==> src/pkg/htfd_pkg.sv <==
`default_nettype none
package htfd_pkg;
  // ----------------------------------------
  // Frame layout
  // ----------------------------------------
  localparam logic [7:0] DATA_TYPE = 8'h46;
  localparam logic [7:0] PIO_SETUP_TYPE = 8'h5F;
  localparam logic [11:0] MAX_DW = 12'h800;
  localparam logic [11:0] CNT_RST = 12'h000;
  localparam logic [31:0] HDR_WORD = {24'h00_0000, DATA_TYPE};
  // ----------------------------------------
  // Transport states
  // ----------------------------------------
  typedef enum logic [4:0] {
    transport_idle_state,
    type_check_state,
    command_frame_tx_state,
    control_frame_tx_state,
    dma_setup_tx_state,
    selftest_tx_state,
    pio_outbound_state,
    register_frame_rx_state,
    device_bits_rx_state,
    dma_activate_rx_state,
    pio_setup_rx_state,
    dma_setup_rx_state,
    selftest_rx_state,
    dma_inbound_state,
    pio_inbound_state
  } htfd_state_t;
endpackage : htfd_pkg
`default_nettype wire

==> src/pkg/htfd_tx_if.sv <==
`timescale 1ns/1ps
`default_nettype none
interface htfd_tx_if;
  logic en;
  logic done;
  logic wr;
  logic [15:0] wdata;
  logic wlast;
  logic wready;
  logic valid;
  logic [31:0] data;
  logic last;
  logic ready;
  modport ctl (output en, wr, wdata, wlast, ready,
               input done, wready, valid, data, last);
  modport eng (input en, wr, wdata, wlast, ready,
               output done, wready, valid, data, last);
endinterface : htfd_tx_if
`default_nettype wire

==> src/hw/htfd_data_tx.sv <==
`timescale 1ns/1ps
`default_nettype none
module htfd_data_tx (
  input wire logic clk,
  input wire logic rst_n,
  htfd_tx_if.eng tx
);
  import htfd_pkg::*;

  typedef enum logic [1:0] {ph_hdr, ph_lo, ph_hi, ph_send} htfd_phase_t;
  typedef struct packed {
    htfd_phase_t ph;
    logic [31:0] data;
    logic last;
    logic [11:0] cnt;
  } htfd_txs_t;

  htfd_txs_t s_reg;
  htfd_txs_t s_next;

  // ----------------------------------------
  // Word packing
  // ----------------------------------------
  always_comb begin
    s_next = s_reg;
    if (!tx.en) begin
      s_next.ph = ph_hdr;
      s_next.data = HDR_WORD; // [RULE1]
      s_next.last = 1'b0;
      s_next.cnt = CNT_RST;
    end else begin
      case (s_reg.ph)
        ph_hdr: begin
          if (tx.ready) begin
            s_next.ph = ph_lo;
          end
        end
        ph_lo: begin
          if (tx.wr) begin
            // Odd tail: high half forced to zero [RULE5] [RULE3] [RULE10]
            s_next.data = {16'h0000, tx.wdata};
            if (tx.wlast) begin
              s_next.last = 1'b1;
              s_next.ph = ph_send;
            end else begin
              s_next.ph = ph_hi;
            end
          end
        end
        ph_hi: begin
          if (tx.wr) begin
            s_next.data[31:16] = tx.wdata;
            // Frame closes at the payload ceiling [RULE2] [RULE9]
            s_next.last = tx.wlast || (s_reg.cnt == MAX_DW - 12'h001);
            s_next.ph = ph_send;
          end
        end
        ph_send: begin
          if (tx.ready) begin
            s_next.cnt = s_reg.cnt + 12'h001;
            s_next.ph = s_reg.last ? ph_hdr : ph_lo;
          end
        end
        default: s_next.ph = ph_hdr;
      endcase
    end
  end

  always_ff @(posedge clk or negedge rst_n) begin
    if (!rst_n) begin
      s_reg <= '{ph: ph_hdr, data: HDR_WORD, last: 1'b0, cnt: CNT_RST};
    end else begin
      s_reg <= s_next;
    end
  end

  assign tx.wready = tx.en && (s_reg.ph == ph_lo || s_reg.ph == ph_hi);
  assign tx.valid = tx.en && (s_reg.ph == ph_hdr || s_reg.ph == ph_send);
  assign tx.data = s_reg.data;
  assign tx.last = (s_reg.ph == ph_send) && s_reg.last;
  assign tx.done = tx.en && tx.last && tx.ready;
endmodule : htfd_data_tx
`default_nettype wire

==> src/hw/htfd_dispatch.sv <==
// Summary of operation
// RULE1: Data frame header DWORD carries type 46h; frame is header plus payload.
// RULE2: A Data frame holds one to 2048 payload DWORDs.
// RULE3: Payload moves as whole DWORDs; partial final DWORD zero filled.
// RULE4: Payload size is counted between frame start and end, minus type, CRC.
// RULE5: Odd word count: last word in low half, high half zero.
// RULE6: Device sends its Data frames after needed context frames.
// RULE7: Host sends its Data frames after needed context frames.
// RULE8: DMA data may be split over several Data frames.
// RULE9: Data answering a PIO setup goes in exactly one frame.
// RULE10: Multi-frame: only full DWORDs before last; odd tail high half dropped.
// RULE11: Payload used before CRC check; errors reported in completion status.
// RULE12: Transport returns to idle after each frame transaction.
// RULE13: Idle plus command register write enters command transmit.
// RULE14: Idle plus control write changing SRST enters control transmit.
// RULE15: Idle plus incoming frame enters type check.
// RULE16: Idle DMA setup or self-test request enters its transmit state.
// RULE17: Idle data request after PIO setup enters PIO outbound transfer.
// RULE18: Known control frame types reported valid and dispatched.
// RULE19: Accepted PIO setup sets the saved PIO flag.
// RULE20: Data frame valid; routed DMA or PIO by saved flag.
// RULE21: Unknown frame type reported unrecognized; back to idle.
// RULE22: Link illegal transition during type check abandons frame.
// RULE23: Any other received frame clears the saved PIO flag; the code leaves the flag unchanged for an unrecognized type.
`timescale 1ns/1ps
`default_nettype none
module htfd_dispatch #(
  parameter logic [7:0] REG_TYPE = 8'h01,
  parameter logic [7:0] SDB_TYPE = 8'h02,
  parameter logic [7:0] DMA_ACT_TYPE = 8'h03,
  parameter logic [7:0] DMA_SETUP_TYPE = 8'h04,
  parameter logic [7:0] BIST_TYPE = 8'h05
) (
  input wire logic clk,
  input wire logic rst_n,
  input wire logic cmd_wr,
  input wire logic ctl_wr,
  input wire logic ctl_srst,
  input wire logic app_dma_setup_req,
  input wire logic app_selftest_req,
  input wire logic app_data_req,
  input wire logic handler_done,
  input wire logic data_wr,
  input wire logic [15:0] data_wdata,
  input wire logic data_wlast,
  output logic data_wready,
  input wire logic rx_sof,
  input wire logic rx_valid,
  input wire logic [31:0] rx_data,
  input wire logic rx_eof,
  input wire logic link_illegal,
  output logic type_ok,
  output logic type_bad,
  output logic pio_saved,
  output htfd_pkg::htfd_state_t state,
  output logic pay_valid,
  output logic [31:0] pay_data,
  output logic pay_last,
  output logic rx_done,
  output logic [11:0] rx_len,
  output logic rx_len_err,
  output logic tx_valid,
  output logic [31:0] tx_data,
  output logic tx_last,
  input wire logic tx_ready
);
  import htfd_pkg::*;

  typedef struct packed {
    htfd_state_t st;
    logic srst;
    logic pio;
    logic ok;
    logic bad;
    logic hold_v;
    logic [31:0] hold;
    logic pay_v;
    logic [31:0] pay;
    logic pay_l;
    logic [11:0] cnt;
    logic done;
    logic [11:0] len;
    logic len_err;
  } htfd_core_t;

  htfd_core_t c_reg;
  htfd_core_t c_next;
  htfd_tx_if txi ();

  // ----------------------------------------
  // Frame type decode
  // ----------------------------------------
  // Unlisted codes map to idle, which marks them unrecognized
  function automatic htfd_state_t route(input logic [7:0] code, input logic pio);
    htfd_state_t r;
    r = transport_idle_state;
    if (code == REG_TYPE) begin
      r = register_frame_rx_state;
    end else if (code == SDB_TYPE) begin
      r = device_bits_rx_state;
    end else if (code == DMA_ACT_TYPE) begin
      r = dma_activate_rx_state;
    end else if (code == PIO_SETUP_TYPE) begin
      r = pio_setup_rx_state;
    end else if (code == DMA_SETUP_TYPE) begin
      r = dma_setup_rx_state;
    end else if (code == BIST_TYPE) begin
      r = selftest_rx_state;
    end else if (code == DATA_TYPE) begin
      r = pio ? pio_inbound_state : dma_inbound_state;
    end
    return r;
  endfunction : route

  function automatic logic is_handler(input htfd_state_t s);
    return s inside {command_frame_tx_state, control_frame_tx_state,
                     dma_setup_tx_state, selftest_tx_state,
                     register_frame_rx_state, device_bits_rx_state,
                     dma_activate_rx_state, pio_setup_rx_state,
                     dma_setup_rx_state, selftest_rx_state};
  endfunction : is_handler

  // ----------------------------------------
  // Dispatch
  // ----------------------------------------
  always_comb begin
    c_next = c_reg;
    c_next.ok = 1'b0;
    c_next.bad = 1'b0;
    c_next.pay_v = 1'b0;
    c_next.pay_l = 1'b0;
    c_next.done = 1'b0;
    if (ctl_wr) begin
      c_next.srst = ctl_srst;
    end
    case (c_reg.st)
      transport_idle_state: begin
        // Incoming frames first: the link cannot be held off [RULE12]
        c_next.hold_v = 1'b0;
        c_next.cnt = CNT_RST;
        if (rx_sof) begin
          c_next.st = type_check_state; // [RULE15]
        end else if (cmd_wr) begin
          c_next.st = command_frame_tx_state; // [RULE13]
        end else if (ctl_wr && (ctl_srst != c_reg.srst)) begin
          c_next.st = control_frame_tx_state; // [RULE14]
        end else if (app_dma_setup_req) begin
          c_next.st = dma_setup_tx_state; // [RULE16]
        end else if (app_selftest_req) begin
          c_next.st = selftest_tx_state; // [RULE16]
        end else if (app_data_req && c_reg.pio) begin
          c_next.st = pio_outbound_state; // [RULE17] [RULE7]
        end
      end
      type_check_state: begin
        if (link_illegal) begin
          c_next.st = transport_idle_state; // [RULE22]
        end else if (rx_valid) begin
          c_next.st = route(rx_data[7:0], c_reg.pio); // [RULE18] [RULE20] [RULE6]
          if (route(rx_data[7:0], c_reg.pio) == transport_idle_state) begin
            c_next.bad = 1'b1; // [RULE21]
          end else begin
            c_next.ok = 1'b1;
            c_next.pio = (rx_data[7:0] == PIO_SETUP_TYPE); // [RULE19] [RULE23]
          end
        end
      end
      dma_inbound_state, pio_inbound_state: begin
        // One DWORD held back so the CRC word is never forwarded [RULE11]
        if (link_illegal) begin
          c_next.st = transport_idle_state;
        end else if (rx_valid) begin
          if (rx_eof) begin
            c_next.pay_v = c_reg.hold_v;
            c_next.pay = c_reg.hold;
            c_next.pay_l = c_reg.hold_v;
            c_next.hold_v = 1'b0;
            c_next.done = 1'b1;
            c_next.len = c_reg.cnt; // [RULE4]
            c_next.len_err = (c_reg.cnt == CNT_RST) || (c_reg.cnt > MAX_DW); // [RULE2]
            c_next.st = transport_idle_state; // [RULE12]
          end else begin
            c_next.pay_v = c_reg.hold_v;
            c_next.pay = c_reg.hold;
            c_next.hold = rx_data;
            c_next.hold_v = 1'b1;
            if (c_reg.cnt != 12'hFFF) begin
              c_next.cnt = c_reg.cnt + 12'h001; // [RULE4] [RULE8]
            end
          end
        end
      end
      pio_outbound_state: begin
        if (link_illegal || txi.done) begin
          c_next.st = transport_idle_state; // [RULE12] [RULE9]
        end
      end
      default: begin
        if (!is_handler(c_reg.st) || link_illegal || handler_done) begin
          c_next.st = transport_idle_state; // [RULE12]
        end
      end
    endcase
  end

  always_ff @(posedge clk or negedge rst_n) begin
    if (!rst_n) begin
      c_reg <= '0;
    end else begin
      c_reg <= c_next;
    end
  end

  // ----------------------------------------
  // Outbound Data frame engine
  // ----------------------------------------
  assign txi.en = (c_reg.st == pio_outbound_state);
  assign txi.wr = data_wr;
  assign txi.wdata = data_wdata;
  assign txi.wlast = data_wlast;
  assign txi.ready = tx_ready;

  htfd_data_tx u_tx (
    .clk(clk),
    .rst_n(rst_n),
    .tx(txi)
  );

  assign data_wready = txi.wready;
  assign tx_valid = txi.valid;
  assign tx_data = txi.data;
  assign tx_last = txi.last;
  assign type_ok = c_reg.ok;
  assign type_bad = c_reg.bad;
  assign pio_saved = c_reg.pio;
  assign state = c_reg.st;
  assign pay_valid = c_reg.pay_v;
  assign pay_data = c_reg.pay;
  assign pay_last = c_reg.pay_l;
  assign rx_done = c_reg.done;
  assign rx_len = c_reg.len;
  assign rx_len_err = c_reg.len_err;
endmodule : htfd_dispatch
`default_nettype wire

==> config.mk <==
export PLATFORM = sky130hd
export DESIGN_NAME = htfd_dispatch
export DESIGN_NICKNAME = d
export VERILOG_FILES = /design/src/pkg/htfd_pkg.sv /design/src/pkg/htfd_tx_if.sv /design/src/hw/htfd_data_tx.sv /design/src/hw/htfd_dispatch.sv
export SDC_FILE = /design/constraint.sdc
export NUM_CORES = 1
export LEC_CHECK = 0
export BUFFER_PORTS_ARGS = -buffer_cell sky130_fd_sc_hd__buf_2
export CAP_MARGIN = 0
export CORE_MARGIN = 1.5
export CORE_UTILIZATION = 35
export DETAILED_ROUTE_END_ITERATION = 6
export PLACE_DENSITY = 0.6
export SETUP_SLACK_MARGIN = 0.05
export SLEW_MARGIN = 5
export SYNTH_ARGS = -nofsm -noshare
export SYNTH_HDL_FRONTEND = slang
export SYNTH_SLANG_ARGS = --single-unit
==> constraint.sdc <==
create_clock -name clk -period 2.2 [get_ports clk]
set_clock_uncertainty 0.05 [all_clocks]
set_input_delay 0.22 -clock clk [delete_from_list [all_inputs] [get_ports clk]]
set_output_delay 0.22 -clock clk [all_outputs]
set_load 0.005 [all_outputs]
### Word-level counts from Yosys, hierarchy flattened

Cells that the tools add are included.

* $add $sub $neg: 2
* magnitude comparators: 1
* equal/unequal tests: 46
* muxes and demuxes: 56
* bitwise logic cells: 3
* reduce and logical (&&, ||, !) cells: 35

Operators with widths (count)
* 93-bit two-way mux: 2
* 5-bit two-way mux: 18
* 12-bit two-way mux: 4
* 47-bit two-way mux: 1
* 5-bit by 4-bit == test with 1-bit output (second input constant): 7
* 35-bit two-way mux: 1
* 34-bit two-way mux: 1
* 32-bit two-way mux: 1
* 16-bit one-hot mux with 2 select lines: 1
* 14-bit two-way mux: 2
* 3-bit != test (second input constant): 9
* 12-bit by 1-bit adder with 12-bit output (second input constant): 2
* 12-bit one-hot mux with 2 select lines: 1
* 5-bit by 3-bit == test with 1-bit output (second input constant): 4
* 5-bit one-hot mux with 4 select lines: 1
* 4-bit AND reduction: 5
* 18-bit two-way mux: 1
* 2-bit != test (second input constant): 9
* 8-bit by 2-bit == test with 1-bit output (second input constant): 2
* 8-bit by 3-bit == test with 1-bit output (second input constant): 2
* 8-bit by 7-bit == test with 1-bit output (second input constant): 2
* 16-bit two-way mux: 1
* 4-bit two-way mux: 4
* 12-bit by 11-bit == test with 1-bit output (second input constant): 1
* 28 further kinds: 61

* register bits: 149
* word-level logic and storage cells: 162

### Depth between registers and ports, before layout

Gate-level depths: netlist (run 1).

* word-level depth: 16
* mapped depth: 8

### Cells and area by module

From an unflattened synthesis (run 1), not the netlist that was laid out.

* cells, all modules: 722
* area total of the unflattened synthesis: 7278.2 µm²

Modules (own cells, without submodules)
* htfd_dispatch: times used 1, cells each 451, area each 4822.1 µm², seq. area each 2527.4 µm²
* htfd_data_tx: times used 1, cells each 271, area each 2456.1 µm², seq. area each 1179.9 µm²

### Worst setup path after synthesis (run 1)

Ideal clock, no wire load.

* kind: register -> register
* start: register u_tx.s_reg[46] (netlist name)
* end: register c_reg, in the netlist state[0]
* setup time: 0.126 ns
* data arrival time: 1.988 ns
* setup slack: 0.036 ns
* cell stages (with the launch flop): 8
* path buffers: 1
* path through: dfrtp_1 > ha_1 > and2_1 > clkbuf_1 > a21oi_1 > a211o_1 > a221o_1 > a221o_1

* word-level cells in the longest chain between the ends: 7

RTL lines
* start, declared: line htfd_data_tx.sv:18 `htfd_txs_t s_reg;`
* start signal, assigned: line htfd_data_tx.sv:71 `s_reg <= '{ph: ph_hdr, data: HDR_WORD, last: 1'b0, cnt: CNT_RST};`
* start signal, assigned: line htfd_data_tx.sv:73 `s_reg <= s_next;`
* 2-bit == test: line htfd_data_tx.sv:80 `assign tx.last = (s_reg.ph == ph_send) && s_reg.last;`
* 1-bit logical AND: line htfd_data_tx.sv:80
* 1-bit logical AND (2 in series): line htfd_data_tx.sv:81 `assign tx.done = tx.en && tx.last && tx.ready;`
* 1-bit logical OR: line htfd_dispatch.sv:194 `if (link_illegal || txi.done) begin`
* 2-bit != test (no line)
* 6-bit AND reduction (no line)
* end signal, assigned: line htfd_dispatch.sv:210 `c_reg <= c_next;`
* end, declared: line htfd_dispatch.sv:86 `htfd_core_t c_reg;`

Every way passes these cells.
A chain may end at the register's enable or synchronous reset.

### Final worst setup path (run 1)

* start: register c_reg, in the netlist state[3]
* end: register c_reg, in the netlist state[0]

* word-level cells in the longest chain between the ends: 7
* elaborated cells between the ends (all ways): 31
* those cells by class: 19 x eq/ne; 1 x mux; 11 x reduce/logical

RTL lines
* 5-bit by 2-bit == test with 1-bit output, or another cell as far along: line htfd_dispatch.sv:116 `return s inside {command_frame_tx_state, control_frame_tx_state,`
* 10-bit nonzero test: line htfd_dispatch.sv:116
* 1-bit zero test: line htfd_dispatch.sv:199 `if (!is_handler(c_reg.st) || link_illegal || handler_done) begin`
* 1-bit logical OR (2 in series): line htfd_dispatch.sv:199
* 5-bit nonzero test (no line)
* 6-bit AND reduction (no line)

Parallel ways exist; a longest one is shown, timed or not.

==> results of run 1 <==
==> worst max-delay path, cell delays in order, from the launching register on <==
cell                      delay (ns)
sky130_fd_sc_hd__dfrtp_1        0.46
sky130_fd_sc_hd__a311o_1        0.34
sky130_fd_sc_hd__a211o_1        0.29
sky130_fd_sc_hd__a221o_1        0.39
sky130_fd_sc_hd__a221o_1        0.37
==> layout by cell type (no fill, tap or decap), drive strengths merged, types with 2 or more instances in the layout <==
master | Yosys | routed
ha | 7 | 7
nor4 | 9 | 9
a21oi | 25 | 25
xnor2 | 8 | 8
bufinv | 0 | 2
clkinv | 0 | 6
nand4b | 4 | 4
nand3 | 10 | 10
o22ai | 2 | 2
or3 | 4 | 4
nor2 | 48 | 48
inv | 15 | 18
dlygate4sd3 | 0 | 45
nand4 | 9 | 9
a22oi | 16 | 16
nand2 | 156 | 156
and3 | 5 | 5
o2111ai | 2 | 2
a221o | 2 | 2
buf | 87 | 176
o211ai | 2 | 2
a211oi | 3 | 3
nand2b | 3 | 3
and4 | 3 | 3
dfstp | 3 | 3
o311a | 2 | 2
o21ai | 17 | 17
mux2i | 5 | 5
nor3 | 6 | 6
and2 | 10 | 10
nor4b | 2 | 2
clkinvlp | 0 | 3
dfrtp | 145 | 145
mux2 | 42 | 42
xor2 | 13 | 13
clkbuf | 24 | 18
==> synthesized netlist by cell type (2+ instances only) <==
master | instances | area share (%)
sky130_fd_sc_hd__o311a_1 | 2 | 0.28
sky130_fd_sc_hd__o21ai_0 | 16 | 1.1
sky130_fd_sc_hd__nand4b_1 | 4 | 0.50
sky130_fd_sc_hd__nand2_1 | 156 | 8.3
sky130_fd_sc_hd__inv_1 | 14 | 0.75
sky130_fd_sc_hd__nor3_1 | 6 | 0.43
sky130_fd_sc_hd__dfstp_2 | 3 | 1.1
sky130_fd_sc_hd__nor4b_1 | 2 | 0.25
sky130_fd_sc_hd__nor4_1 | 8 | 0.71
sky130_fd_sc_hd__ha_1 | 7 | 1.2
sky130_fd_sc_hd__xnor2_1 | 8 | 1.0
sky130_fd_sc_hd__xor2_1 | 13 | 1.6
sky130_fd_sc_hd__a211oi_1 | 3 | 0.32
sky130_fd_sc_hd__a21oi_1 | 25 | 1.8
sky130_fd_sc_hd__buf_4 | 82 | 8.8
sky130_fd_sc_hd__nand2b_1 | 3 | 0.27
sky130_fd_sc_hd__o2111ai_1 | 2 | 0.25
sky130_fd_sc_hd__buf_2 | 2 | 0.14
sky130_fd_sc_hd__nor2_1 | 47 | 2.5
sky130_fd_sc_hd__o211ai_1 | 2 | 0.21
sky130_fd_sc_hd__or3_1 | 4 | 0.36
sky130_fd_sc_hd__o22ai_1 | 2 | 0.18
sky130_fd_sc_hd__dfrtp_1 | 145 | 52
sky130_fd_sc_hd__mux2_2 | 42 | 6.7
sky130_fd_sc_hd__and3_1 | 5 | 0.44
sky130_fd_sc_hd__mux2i_1 | 5 | 0.71
sky130_fd_sc_hd__a221o_1 | 2 | 0.28
sky130_fd_sc_hd__clkbuf_1 | 24 | 1.3
sky130_fd_sc_hd__and4_1 | 3 | 0.37
sky130_fd_sc_hd__nand3_1 | 10 | 0.71
sky130_fd_sc_hd__nand4_1 | 9 | 0.80
sky130_fd_sc_hd__a22oi_1 | 16 | 1.7
sky130_fd_sc_hd__buf_1 | 3 | 0.16
sky130_fd_sc_hd__and2_1 | 9 | 0.80
==> path summary, 6_finish.rpt <==
| kind | startpoint | to | slack (ns) | depth (start not counted) |
|---|---|---|---|---|
| setup / recovery | state[3] | state[0] | 0.17 | 4 |
| hold / removal | data_wdata[6] | u_tx.tx.data[6] | 0.02 | 3 |
| setup reg to reg | state[3] | state[0] | 0.17 | 4 |
| hold reg to reg | rx_len[8] | rx_len[8] | 0.42 | 2 |
| max in group asynchronous | rst_n | state[1] | 1.18 | 3 |
| min in group asynchronous | rst_n | u_tx.tx.data[7] | 0.26 | 2 |
==> stage by stage <==
step	hold slack, ns	total power [mW]	utilization (%)	cell area [sq um]
floorplan	-0.126	3.23	-	7030
global placement	0.160	3.54	39.0	7640
detailed placement	0.157	3.54	39.0	7640
CTS	0.000219	6.56	44.4	8700
global route	0.0239	6.77	44.5	8720
finish	0.0202	6.48	44.5	8720
==> kinds of logic after synthesis <==
| kind of cell | after synthesis | synth area share [%] |
|---|---|---|
| XOR/XNOR | 21 | 2.62 |
| other | 1 | 0.0533 |
| buffers and inverters | 126 | 11.1 |
| multiplexers | 47 | 7.44 |
| AND/OR/NAND/NOR | 272 | 17.2 |
| adder cells (fa/ha/maj) | 7 | 1.25 |
| AO/OA/AOI/OAI | 82 | 7.55 |
| flip-flops | 148 | 52.7 |
==> what timing repair did <==
item / 4_1_cts / 5_1_grt
hold buffers: 45 / 0
endpoints found under the hold margin: 87 / 0
gates resized for setup: 2 / 6
endpoints found under the setup margin: 4 / 7
==> layer usage <==
| layer | wire length, microns | vias up | GRT usage, % |
|---|---|---|---|
| met5 | 0 | - | 0 |
| met3 | 978 | 18 | 4.54 |
| met4 | 225 | 0 | 5.95 |
| li1 | - | 2552 | - |
| met1 | 7320 | 2469 | 20.1 |
| met2 | 7540 | 165 | 26.2 |
==> power by group through the flow <==
stage                     clock network [mW]  logic [mW]  registers [mW]
after global routing                    3.11       0.813            2.84
after detailed placement                   0       0.660            2.88
final                                   2.91       0.732            2.84
after CTS                               2.99       0.729            2.83
after floorplan                            0       0.393            2.84
after global placement                     0       0.659            2.88
==> layout make-up <==
class / count / area share [%]
Clock buffer: 18 / 5.04
Clock inverter: 14 / 1.77
Inverter: 15 / 0.646
Multi-Input combinational cell: 430 / 29.5
Sequential cell: 148 / 42.6
Tap cell: 265 / 3.80
Timing Repair Buffer: 221 / 16.6
==> tab_implementation.tex, run 1 <==
\begin{tabular}{lr}
\hline
Metric & Value \\
\hline
\multicolumn{2}{l}{\textbf{Layout}} \\
\quad Count of inserted antenna diode cells & 0 \\
\quad Total area of multi-input combinational cells & 2570 sq um \\
\quad Area used by sequential logic in the layout & 3710 sq um \\
\quad Share of cells above drive strength 1 & 31.6\% \\
\quad Number of fill cells & 1849 \\
\quad Flip-flop count of the largest register after layout & 46 \\
\quad Count of non-filler cells in the finished layout & 1111 \\
\quad Area added between synthesis and finish & 24.0\% \\
\quad Total Nets Final & 904 \\
\multicolumn{2}{l}{\textbf{Status}} \\
\quad Result of the run & completed \\
\multicolumn{2}{l}{\textbf{Setup path}} \\
\quad Req. time, crit path & 2.44 ns \\
\quad Maximum fanout along the worst path & 8 \\
\quad Worst Path Class, Setup & reg -> reg \\
\quad Arrival time reported for the critical path endpoint & 2.27 ns \\
\quad Nature of the critical path startpoint & flip-flop \\
\quad Type of element capturing the critical path & flip-flop \\
\multicolumn{2}{l}{\textbf{Power and ir drop}} \\
\quad Relative contribution of combinational cells to total power & 11.3\% \\
\quad Int Pwr & 4.80 mW \\
\quad Part of the total power dissipated in sequential elements & 43.8\% \\
\quad Switch share & 25.8\% \\
\quad Switch Pwr & 1.67 mW \\
\quad Standby leakage power & 4.36 nW \\
\quad Clk network pwr share & 44.9\% \\
\quad Worst vdd ir & 0.477 mV \\
\quad Pwr/cell area & 743 nW/um\^{}2 \\
\multicolumn{2}{l}{\textbf{Clock network}} \\
\quad \# H-tree levels & 4 \\
\quad Clock-pin transition on the worst setup and hold timing paths & 0.06 ns \\
\quad Later-pin clock latency in the skew report & 0.42 ns \\
\quad Buffers inserted by post-CTS timing repair & 0 \\
\quad Root buffer cell & sky130\_fd\_sc\_hd\_\_clkbuf\_16 \\
\quad Clock tree from TritonCTS & built \\
\quad Clock tree sinks & 148 \\
\quad Maximum clock path buffer count & 2 \\
\quad Total CTS buffers & 17 \\
\multicolumn{2}{l}{\textbf{Route}} \\
\quad Number of DRC violations after detailed-routing iteration 0 & 230 \\
\quad Number of nets with antenna violations after routing & 0 \\
\quad Number of search-and-repair iterations in the first detailed-routing pass & 4 \\
\quad DRT Wirelength & 16.1 mm \\
\quad Detail-routed via count per cell & 4.68 \\
\quad Vias after detailed routing & 5204 \\
\quad DRC violation count after routing & 0 \\
\quad Routed length per placed instance & 14.5 microns \\
\multicolumn{2}{l}{\textbf{Worst hold path}} \\
\quad Worst hold-check path type & in -> reg \\
\multicolumn{2}{l}{\textbf{STA}} \\
\quad Final setup violation count & 0 \\
\quad Least setup slack across all paths after layout & 0.175 ns \\
\quad Endpoints failing hold & 0 \\
\quad Post-route fraction of the period consumed by the critical path & 92.1\% \\
\quad Total negative slack for setup checks & 0 ns \\
\quad Fmax & 494 MHz \\
\quad Unrepaired setup endpoints after global routing & no \\
\quad Worst-case headroom to the max-slew limit & 54.1\% \\
\quad Time the worst path needs with I/O delays and setup & 2.03 ns \\
\quad Tightest Pin Transition & 0.687 ns \\
\quad Total count of max-transition violations in the final report & 0 \\
\multicolumn{2}{l}{\textbf{Synth}} \\
\quad Instance count of the mapped netlist & 704 \\
\quad Number of different library cells in the post-synthesis netlist & 54 \\
\quad Part of the Yosys area used for sequential elements & 52.7\% \\
\quad EDFF count, synth & 0 \\
\quad Number of storage elements in the synthesis netlist & 148 \\
\quad Total standard cell area after synthesis & 7030 sq um \\
\quad Synth warnings & 0 \\
\quad Proportion of synthesized flip-flops having asynchronous set or reset & 100\% \\
\quad Nets in the synthesized netlist & 775 \\
\quad Mapped Avg Cell Area & 9.99 sq um \\
\quad Prevailing post-synth register cell & sky130\_fd\_sc\_hd\_\_dfrtp\_1 \\
\multicolumn{2}{l}{\textbf{Placement}} \\
\quad Port Buffer Count & 153 \\
\quad Worst-case setup slack after placement & 0.0746 ns \\
\quad Final weighted congestion in routability-driven placement & 0.817 \\
\quad Number of cells in the design after placement & 1034 \\
\quad Post-detailed-placement half-perimeter wirelength & 10.7 mm \\
\multicolumn{2}{l}{\textbf{GRT}} \\
\quad Via count of the first global-routing pass & 5172 \\
\quad First-pass GRT wire length & 25.9 mm \\
\quad Initial antenna violation count & 0 \\
\quad GRT Total Usage & 16.0\% \\
\quad Total global routing overflow & 0 \\
\quad Maximum number of pins on one net before global-route repair & 51 \\
\multicolumn{2}{l}{\textbf{Die}} \\
\quad Row count & 51 \\
\quad Core region area & 19600 sq um \\
\quad Die width & 145 microns \\
\quad Die Area & 20900 sq um \\
\quad Initial cell density of the core & 35.9\% \\
\quad Number of top-level design ports & 155 \\
\quad Die Y & 145 microns \\
\multicolumn{2}{l}{\textbf{Job}} \\
\quad Max-cap violations & 0 \\
\hline
\end{tabular}
No activity file was read; power rests on OpenSTA's default activity.
==> run 2: changes to the inputs <==
Settings changed: BUFFER_PORTS_ARGS -buffer_cell sky130_fd_sc_hd__buf_2 to not set, DONT_BUFFER_PORTS set to 1, PLACE_DENSITY 0.6 to 0.53.
==> tab_implementation.tex, run 2 (synthesized netlist as in run 1, its figures left out) <==
\begin{tabular}{lr}
\hline
Metric & Value \\
\hline
\multicolumn{2}{l}{\textbf{Status}} \\
\quad Result of the run & finished with violations \\
\quad Failing checks & hold timing \\
\multicolumn{2}{l}{\textbf{Clock network}} \\
\quad Total CTS buffers & 17 \\
\quad Buffers inserted by post-CTS timing repair & 0 \\
\quad Later-pin clock latency in the skew report & 0.42 ns \\
\quad Maximum clock path buffer count & 2 \\
\quad \# H-tree levels & 4 \\
\quad Clock tree from TritonCTS & built \\
\quad Clock tree sinks & 148 \\
\quad Clock-pin transition on the worst setup and hold timing paths & 0.06 ns \\
\quad Root buffer cell & sky130\_fd\_sc\_hd\_\_clkbuf\_16 \\
\quad Count of hold-fix buffers inserted at cts & 55 \\
\multicolumn{2}{l}{\textbf{Setup path}} \\
\quad Maximum fanout along the worst path & 11 \\
\quad Worst Path Class, Setup & reg -> reg \\
\quad Source of the worst register-to-register timing path & state[0] \\
\quad Nature of the critical path startpoint & flip-flop \\
\quad Req. time, crit path & 2.46 ns \\
\quad Type of element capturing the critical path & flip-flop \\
\quad Arrival time reported for the critical path endpoint & 2.38 ns \\
\quad Launch point of the worst path & state[0] \\
\multicolumn{2}{l}{\textbf{STA}} \\
\quad Worst slack on hold paths & -0.557 ns \\
\quad Tightest Pin Transition & 0.659 ns \\
\quad Fmax & 471 MHz \\
\quad Unrepaired setup endpoints after global routing & yes \\
\quad Worst-case headroom to the max-slew limit & 54.9\% \\
\quad Total negative slack for setup checks & 0 ns \\
\quad Final setup violation count & 0 \\
\quad Endpoints failing hold & 148 \\
\quad Time the worst path needs with I/O delays and setup & 2.12 ns \\
\quad Post-route fraction of the period consumed by the critical path & 96.6\% \\
\quad Total count of max-transition violations in the final report & 0 \\
\multicolumn{2}{l}{\textbf{Power and ir drop}} \\
\quad Switch Pwr & 1.59 mW \\
\quad Standby leakage power & 3.66 nW \\
\quad Part of the total power dissipated in sequential elements & 43.4\% \\
\quad Int Pwr & 4.99 mW \\
\quad Pwr/cell area & 822 nW/um\^{}2 \\
\quad Relative contribution of combinational cells to total power & 8.9\% \\
\quad Worst vdd ir & 0.556 mV \\
\quad Switch share & 24.2\% \\
\quad Clk network pwr share & 47.8\% \\
\multicolumn{2}{l}{\textbf{Die}} \\
\quad Core region area & 19600 sq um \\
\quad Initial cell density of the core & 35.9\% \\
\quad Row count & 51 \\
\quad Die Y & 145 microns \\
\quad Number of top-level design ports & 155 \\
\quad Die Area & 20900 sq um \\
\quad Die width & 145 microns \\
\multicolumn{2}{l}{\textbf{GRT}} \\
\quad GRT Total Usage & 16.2\% \\
\quad Initial antenna violation count & 0 \\
\quad Via count of the first global-routing pass & 4919 \\
\quad Total global routing overflow & 0 \\
\quad First-pass GRT wire length & 25.8 mm \\
\quad Maximum number of pins on one net before global-route repair & 149 \\
\multicolumn{2}{l}{\textbf{Layout}} \\
\quad Flip-flop count of the largest register after layout & 46 \\
\quad Most used cells in the layout excluding fill and tap cells & 156 x sky130\_fd\_sc\_hd\_\_nand2\_1, 143 x sky130\_fd\_sc\_hd\_\_dfrtp\_1, 55 x sky130\_fd\_sc\_hd\_\_dlygate4sd3\_1 \\
\quad Count of inserted antenna diode cells & 0 \\
\quad Total Nets Final & 758 \\
\quad Final Instance Area & 8010 sq um \\
\quad Number of fill cells & 1885 \\
\quad Area added between synthesis and finish & 13.9\% \\
\quad Share of cells above drive strength 1 & 15.4\% \\
\quad Most common library cell in the layout ignoring fill and taps & sky130\_fd\_sc\_hd\_\_nand2\_1 \\
\multicolumn{2}{l}{\textbf{Route}} \\
\quad Routed length per placed instance & 17.0 microns \\
\quad Number of DRC violations after detailed-routing iteration 0 & 324 \\
\quad DRT Wirelength & 16.4 mm \\
\quad Detail-routed via count per cell & 5.01 \\
\quad Number of nets with antenna violations after routing & 0 \\
\quad DRC violation count after routing & 0 \\
\quad Vias after detailed routing & 4834 \\
\quad Number of search-and-repair iterations in the first detailed-routing pass & 4 \\
\multicolumn{2}{l}{\textbf{Job}} \\
\quad Max-cap violations & 0 \\
\multicolumn{2}{l}{\textbf{Placement}} \\
\quad Instance area after placement & 6800 sq um \\
\quad Final weighted congestion in routability-driven placement & 0.799 \\
\quad Port Buffer Count & 0 \\
\quad Post-detailed-placement half-perimeter wirelength & 11.0 mm \\
\multicolumn{2}{l}{\textbf{Worst hold path}} \\
\quad Worst hold-check path type & in -> async \\
\hline
\end{tabular}
## run 2: power groups by stage
stage	clock network, mW	registers [mW]	logic [mW]
2_1_floorplan	0	2.84	0.393
3_3_place_gp	0	2.89	0.482
3_5_place_dp	0	2.90	0.486
4_1_cts	3.23	2.85	0.581
5_1_grt	3.37	2.86	0.628
6_report	3.14	2.86	0.583
## run 2: final cells by class
class / count / area, sq um / area share (%)
Clock buffer: 19 / 443 / 5.53
Clock inverter: 13 / 198 / 2.47
Inverter: 15 / 56.3 / 0.703
Multi-Input combinational cell: 430 / 2570 / 32.1
Sequential cell: 148 / 3710 / 46.3
Tap cell: 265 / 332 / 4.14
Timing Repair Buffer: 75 / 701 / 8.75
## run 2: worst paths after layout
path | end | slack (ns) | cells after the start
hold reg to reg | c_reg[73] | 0.42 | 2
setup reg to reg | c_reg[23] | 0.08 | 5
max in group asynchronous | rx_len[6] | 2.39 | 0
min in group clk | state[0] | 0.05 | 3
hold / removal | u_tx.tx.data[3] | -0.56 | 0
setup / recovery | c_reg[23] | 0.08 | 5
## run 2: through the flow
stage	setup slack, ns	hold slack (ns)	power (mW)	cells	utilization, %
finish	0.0757	-0.557	6.58	965	40.9
global route	0.0110	-0.592	6.86	965	40.9
CTS	0.120	-0.579	6.66	965	40.8
detailed placement	0.0491	-0.122	3.39	878	34.7
global placement	0.199	-0.121	3.37	878	34.7
floorplan	0.122	-0.126	3.23	704	-
## run 2: per-layer routing
metal  track usage, %  up-vias  part of all wire, %
met5                0        -                    0
met4             4.09        0                 0.96
met3             7.34       14                  9.7
met2             26.7      172                   49
met1             19.1     2398                   40
li1                 -     2250                    -
## run 2: worst max-delay path, cell delays in order (launching register included)
cell and delay (ns):
sky130_fd_sc_hd__dfrtp_1 0.58, sky130_fd_sc_hd__xor2_1 0.32, sky130_fd_sc_hd__nand3_1 0.40, sky130_fd_sc_hd__nor4_1 0.45
sky130_fd_sc_hd__xnor2_1 0.16, sky130_fd_sc_hd__nor2_1 0.05
## run 2: what timing repair did
item                                    CTS  global route
endpoints found under the setup margin    3             7
endpoints found under the hold margin   218           148
cloned                                    0             0
resized for setup                         1             4
